### src/hw/diag_cfg_pkg.sv
//----------------------------------------------------------------
// Diagnostic output configuration constants and carriers
//----------------------------------------------------------------
package diag_cfg_pkg;

	// Register width and reset value
	localparam int        CFG_W       = 8;
	localparam logic [7:0] CFG_RST     = 8'h00;

	// Field positions inside the configuration register
	localparam int        POS_ENABLE  = 7;
	localparam int        POS_SDO_LVL = 6;
	localparam int        POS_DIRECT  = 5;
	localparam int        POS_ISEL_LO = 2;
	localparam int        POS_MODE_LO = 0;

	// Diagnostic mode codes
	localparam logic [1:0] MODE_DIRECT  = 2'h0;
	localparam logic [1:0] MODE_DIGITAL = 2'h1;
	localparam logic [1:0] MODE_ANALOG  = 2'h2;
	localparam logic [1:0] MODE_INTERC  = 2'h3;

	// Interconnect test select codes
	localparam logic [2:0] ISEL_NONE    = 3'h0;
	localparam logic [2:0] ISEL_ERR     = 3'h1;
	localparam logic [2:0] ISEL_CS      = 3'h2;
	localparam logic [2:0] ISEL_SDI     = 3'h3;
	localparam logic [2:0] ISEL_SCLK    = 3'h4;

	// Configuration register layout, MSB first
	typedef struct packed {
		logic       diag_out_enable;
		logic       dataout_test_level;
		logic       diag_direct_level;
		logic [2:0] interconnect_select;
		logic [1:0] diag_mode_select;
	} diag_cfg_t;

	// Observed pin levels, raw and after synchronisation
	typedef struct packed {
		logic err_pin;
		logic chip_select_pin;
		logic serial_in_pin;
		logic serial_clk_pin;
	} pin_levels_t;

endpackage

### src/hw/diag_mux_interconnect_cfg.sv
`timescale 1ns/1ps
`default_nettype none
module diag_mux_interconnect_cfg (
	// Clock and reset
	input  wire logic       i_clk,
	input  wire logic       i_sys_rst,
	// Register access from the serial command decoder
	input  wire logic       i_cfg_wr,
	input  wire logic [7:0] i_cfg_wdata,
	output logic      [7:0] o_cfg_rdata,
	// Internal source for digital mux mode
	input  wire logic       i_digital_mux_level,
	// Device pins observed in interconnect mode
	input  wire logic       i_err_pin,
	input  wire logic       i_chip_select_pin,
	input  wire logic       i_serial_in_pin,
	input  wire logic       i_serial_clk_pin,
	// Diagnostic output pin
	output logic            o_diag_out,
	output logic            o_diag_out_oe,
	output logic            o_analog_route,
	// Serial data-out buffer override
	output logic            o_sdo_test_level,
	output logic            o_sdo_test_oe
);

	//------------------------------------------------------------
	// Configuration register
	//------------------------------------------------------------
	diag_cfg_pkg::diag_cfg_t cfg_reg;       // Stored configuration

	// Software write, cleared by reset
	always_ff @(posedge i_clk) begin
		if (i_sys_rst) begin
			cfg_reg <= diag_cfg_pkg::diag_cfg_t'(diag_cfg_pkg::CFG_RST);
		end else if (i_cfg_wr) begin
			cfg_reg <= diag_cfg_pkg::diag_cfg_t'(i_cfg_wdata);
		end
	end

	// Readback of the stored value
	assign o_cfg_rdata = cfg_reg;

	//------------------------------------------------------------
	// Pin synchronisation
	//------------------------------------------------------------
	diag_cfg_pkg::pin_levels_t pins_raw;    // Raw pin levels
	diag_cfg_pkg::pin_levels_t pins_sync;   // Levels after two flops

	assign pins_raw = '{err_pin:         i_err_pin,
	                    chip_select_pin: i_chip_select_pin,
	                    serial_in_pin:   i_serial_in_pin,
	                    serial_clk_pin:  i_serial_clk_pin};

	level_sync #(
		.W ($bits(diag_cfg_pkg::pin_levels_t))
	) u_pin_sync (
		.i_clk     (i_clk),
		.i_sys_rst (i_sys_rst),
		.i_async   (pins_raw),
		.o_sync    (pins_sync)
	);

	//------------------------------------------------------------
	// Source selection
	//------------------------------------------------------------
	logic interc_level;                     // Pin chosen by select field
	logic diag_level_next;                  // Level for the diagnostic pin

	// Interconnect test pin choice
	always_comb begin
		case (cfg_reg.interconnect_select)
			diag_cfg_pkg::ISEL_ERR:  interc_level = pins_sync.err_pin;
			diag_cfg_pkg::ISEL_CS:   interc_level = pins_sync.chip_select_pin;
			diag_cfg_pkg::ISEL_SDI:  interc_level = pins_sync.serial_in_pin;
			diag_cfg_pkg::ISEL_SCLK: interc_level = pins_sync.serial_clk_pin;
			// No test and unused codes observe nothing
			default:                 interc_level = 1'b0;
		endcase
	end

	// Mode choice
	always_comb begin
		case (cfg_reg.diag_mode_select)
			diag_cfg_pkg::MODE_DIRECT:  diag_level_next = cfg_reg.diag_direct_level;
			diag_cfg_pkg::MODE_DIGITAL: diag_level_next = i_digital_mux_level;
			diag_cfg_pkg::MODE_INTERC:  diag_level_next = interc_level;
			// Analog path drives the pin through its own buffer
			default:                    diag_level_next = 1'b0;
		endcase
	end

	//------------------------------------------------------------
	// Diagnostic pin drivers
	//------------------------------------------------------------
	logic analog_mode;                      // Analog mux selected

	assign analog_mode = (cfg_reg.diag_mode_select == diag_cfg_pkg::MODE_ANALOG);

	// Digital driver enable follows the enable bit outside analog mode
	always_ff @(posedge i_clk) begin
		if (i_sys_rst) begin
			o_diag_out_oe  <= 1'b0;
			o_analog_route <= 1'b0;
		end else begin
			o_diag_out_oe  <= cfg_reg.diag_out_enable & ~analog_mode;
			o_analog_route <= cfg_reg.diag_out_enable & analog_mode;
		end
	end

	// Output level register
	always_ff @(posedge i_clk) begin
		if (i_sys_rst) begin
			o_diag_out <= 1'b0;
		end else begin
			o_diag_out <= diag_level_next;
		end
	end

	//------------------------------------------------------------
	// Serial data-out test override
	//------------------------------------------------------------
	// Active while digital mode is set and chip select is idle high
	always_ff @(posedge i_clk) begin
		if (i_sys_rst) begin
			o_sdo_test_oe    <= 1'b0;
			o_sdo_test_level <= 1'b0;
		end else begin
			o_sdo_test_oe    <= (cfg_reg.diag_mode_select == diag_cfg_pkg::MODE_DIGITAL)
			                    & pins_sync.chip_select_pin;
			o_sdo_test_level <= cfg_reg.dataout_test_level;
		end
	end
endmodule // diag_mux_interconnect_cfg
`default_nettype wire

### src/hw/level_sync.sv
`timescale 1ns/1ps
`default_nettype none
//----------------------------------------------------------------
// Two-stage synchroniser for asynchronous pin levels
//----------------------------------------------------------------
module level_sync #(
	parameter int W = 4
) (
	// Clock and reset
	input  wire logic         i_clk,
	input  wire logic         i_sys_rst,
	// Levels in and out
	input  wire logic [W-1:0] i_async,
	output logic      [W-1:0] o_sync
);

	// Refuse a width that cannot carry any level
	if (W < 1) begin : gen_bad_width
		$error("level_sync: W must be at least 1");
	end

	logic [W-1:0] meta_reg;   // First stage, read only by second stage

	// Two flip-flops in a row
	always_ff @(posedge i_clk) begin
		if (i_sys_rst) begin
			meta_reg <= '0;
			o_sync   <= '0;
		end else begin
			meta_reg <= i_async;
			o_sync   <= meta_reg;
		end
	end

endmodule // level_sync
`default_nettype wire

### config.mk
export PLATFORM = sky130hd
export DESIGN_NAME = diag_mux_interconnect_cfg
export DESIGN_NICKNAME = d
export VERILOG_FILES = /design/src/hw/diag_cfg_pkg.sv /design/src/hw/diag_mux_interconnect_cfg.sv /design/src/hw/level_sync.sv
export SDC_FILE = /design/constraint.sdc
export NUM_CORES = 1
export LEC_CHECK = 0
export BUFFER_PORTS_ARGS = -buffer_cell sky130_fd_sc_hd__buf_2
export CAP_MARGIN = 20
export CORE_UTILIZATION = 40
export CTS_CLUSTER_DIAMETER = 60
export DETAILED_ROUTE_END_ITERATION = 16
export GPL_ROUTABILITY_DRIVEN = 0
export PLACE_DENSITY = 0.69
export SYNTH_ARGS = -nofsm -noshare
export SYNTH_HDL_FRONTEND = slang
export SYNTH_SLANG_ARGS = --single-unit
### constraint.sdc
create_clock -name i_clk -period 2.35 [get_ports i_clk]
set_clock_uncertainty 0.15 [all_clocks]
set_input_delay 0.47 -clock i_clk [delete_from_list [all_inputs] [get_ports i_clk]]
set_output_delay 0.47 -clock i_clk [all_outputs]
set_load 0.02 [all_outputs]
==> impl_metrics.toml <==
[clock_tree]
cts_resized = 0
clkTransAtPathRegs_ns = 0.11
ctsLongestPathBuffers = 2
cts_tree = "done"
clock_sinks = 21
clk_latency_ns = 0.29
post-cts-setup-buffer-count = 0
cts_root_buffer = "clkbuf_4"
cts-buffers-inserted = 3
holdBufCountCts = 0
htreeDepth = 1

[drt]
num_vias = 503
ant_nets = 0
drt_iter0_drc = 4
dr.pass1.iters = 9
post_drt_wl_per_cell_um = 10.4
vias_per_cell = 4.57
drc = 3
wl_um = 1150

[critical_path]
path_buf_inv = 1
critPathSlowestCell = "dfxtp_1"
required_ns = 1.73
cp.arrival_ns = 0.95
crit_chain = "buf_2"
crit_fanout = 7
critical_path.top_delay_family = "flip-flops"
slowest_delay_ns = 0.45
setup.worst_path.class = "flip-flop to output pin"
end_kind = "output pin"
cp-start-kind = "flip-flop"

[timing]
timing.fmax_ghz = 0.637
tns_ns = 0
hold_viol_final = 0
rsz0062_at_grt = "false"
max-slew-margin-rel_pct = 75.9
period_share_pct = 66.8
worst_pin_slew_ns = 0.361
setup_viol = 0
drv_slew = 0
period_minus_slack_ns = 1.57

[floorplanning]
fp-row-count = 14
die_area_sq_um = 1910
die_w_um = 43.7
core_sq_um = 1560
initial_core_util_pct = 44.5
fp.dieH_um = 43.7
io_pins = 29

[grt]
antenna_found_initial = 0
grt_pass1_vias = 395
grt_pass1_wl_um = 1810
grt.total_usage_pct = 13.2
grt_max_degree = 22
globalRouteOverflowTotal = 0

[yosys]
yosysWarnings = 0
synth-seq-cells = 21
syn_inst = 65
synth_cell_types = 16
syn_area_sq_um = 694
synth_fp_nets = 81
ys_seq_area_share_pct = 60.5
avgSynthCellArea_sq_um = 10.7

[placed_design]
dp_cells = 106
place.port_buffers = 28
hpwl_um = 782

[layout]
drive_gt1_share_pct = 34.0
diodes = 0
area_growth_pct = 25.0
final_cells = 110
seqCellArea_sq_um = 420
largest_reg_flops = 8
nFillCells = 162
nets = 111
multi_input_area_sq_um = 256

[pwr]
leakage_nw = 0.426
vdd_drop_max_uv = 377
pwr_density_cell_nw_per_um2 = 710

[status]
run_status = "complete, but fails checks"
failed_checks = "DRC"

[flow_run]
max_cap_violations = 0

[min_path]
hp-class = "input pin to flip-flop"
## per-layer routing
layer	track usage (%)	up-vias	wire length (um)
met4	7.50	0	9
met1	18.9	211	582
met2	17.6	17	486
met5	0	-	0
li1	-	273	-
met3	3.75	2	71
## power by group
group | switching, mW | internal, mW
Sequential | 0.0111 | 0.373
Combinational | 0.0369 | 0.0322
Clock | 0.100 | 0.0632
Total | 0.148 | 0.468
## synthesized netlist by cell type
cell,count,area (sq um)
and3b_1,1,8.76
nor3b_1,1,7.51
o221ai_1,1,8.76
a211oi_1,1,7.51
clkbuf_1,1,3.75
buf_2,2,10.0
mux2i_1,8,80.1
nand2b_1,1,6.26
o21ai_0,1,5.00
inv_1,1,3.75
nand2_1,1,3.75
a21oi_1,3,15.0
nor2b_1,10,62.6
nor2_1,11,41.3
dfxtp_1,21,420
nor4bb_1,1,10.0
## cells in the final DEF (no fill, tap or decap)
master / Yosys / routed
nor2_1: 11 / 11
clkinv_2: 0 / 1
nand2_1: 1 / 1
nor3b_1: 1 / 1
mux2i_1: 8 / 8
dfxtp_1: 21 / 21
nor4bb_1: 1 / 1
inv_1: 1 / 1
nor2b_1: 10 / 10
buf_2: 2 / 28
o21ai_0: 1 / 1
o221ai_1: 1 / 1
clkbuf_4: 0 / 3
a21oi_1: 3 / 3
nand2b_1: 1 / 1
and3b_1: 1 / 1
a211oi_1: 1 / 1
## kinds of logic after synthesis
| kind of cell | count (synthesis) | share of synthesized area (%) |
|---|---|---|
| AOI/OAI and AO/OA | 6 | 5.22 |
| buffers and inverters | 4 | 2.52 |
| DFF | 21 | 60.5 |
| muxes | 8 | 11.5 |
| and+or+nand+nor | 26 | 20.2 |
## worst paths after layout
kind / from / to / slack [ns] / depth (start not counted)
worst max-delay path: o_cfg_rdata[0]$_SDFFE_PP0P_ / o_cfg_rdata[0] / 0.78 / 1
worst max register to register: o_cfg_rdata[3]$_SDFFE_PP0P_ / o_diag_out$_SDFF_PP0_ / 1.11 / 4
worst min register to register: u_pin_sync.meta_reg[0]$_SDFF_PP0_ / u_pin_sync.o_sync[0]$_SDFF_PP0_ / 0.30 / 1
worst min-delay path: i_serial_in_pin / u_pin_sync.meta_reg[1]$_SDFF_PP0_ / 0.23 / 2
## through the flow
stage	setup slack, ns	utilization (%)	hold slack, ns	total power [mW]	area [sq um]
after CTS	0.754	55.7	0.217	0.626	868
final	0.780	55.7	0.228	0.616	868
after detailed placement	1.08	53.9	0.275	0.462	841
after global routing	0.689	55.7	0.209	0.654	868
after global placement	1.09	53.9	0.268	0.460	841
after floorplan	1.10	-	0.264	0.435	694
## cell type report
type	instances	share of cell area, %
sequential	21	48.4
multi-input combinational	40	29.5
timing repair buffer	28	16.1
clock buffer	3	2.59
tap	16	2.31
clock inverter	1	0.576
inverter	1	0.432
(Power assumes the default switching activity.)
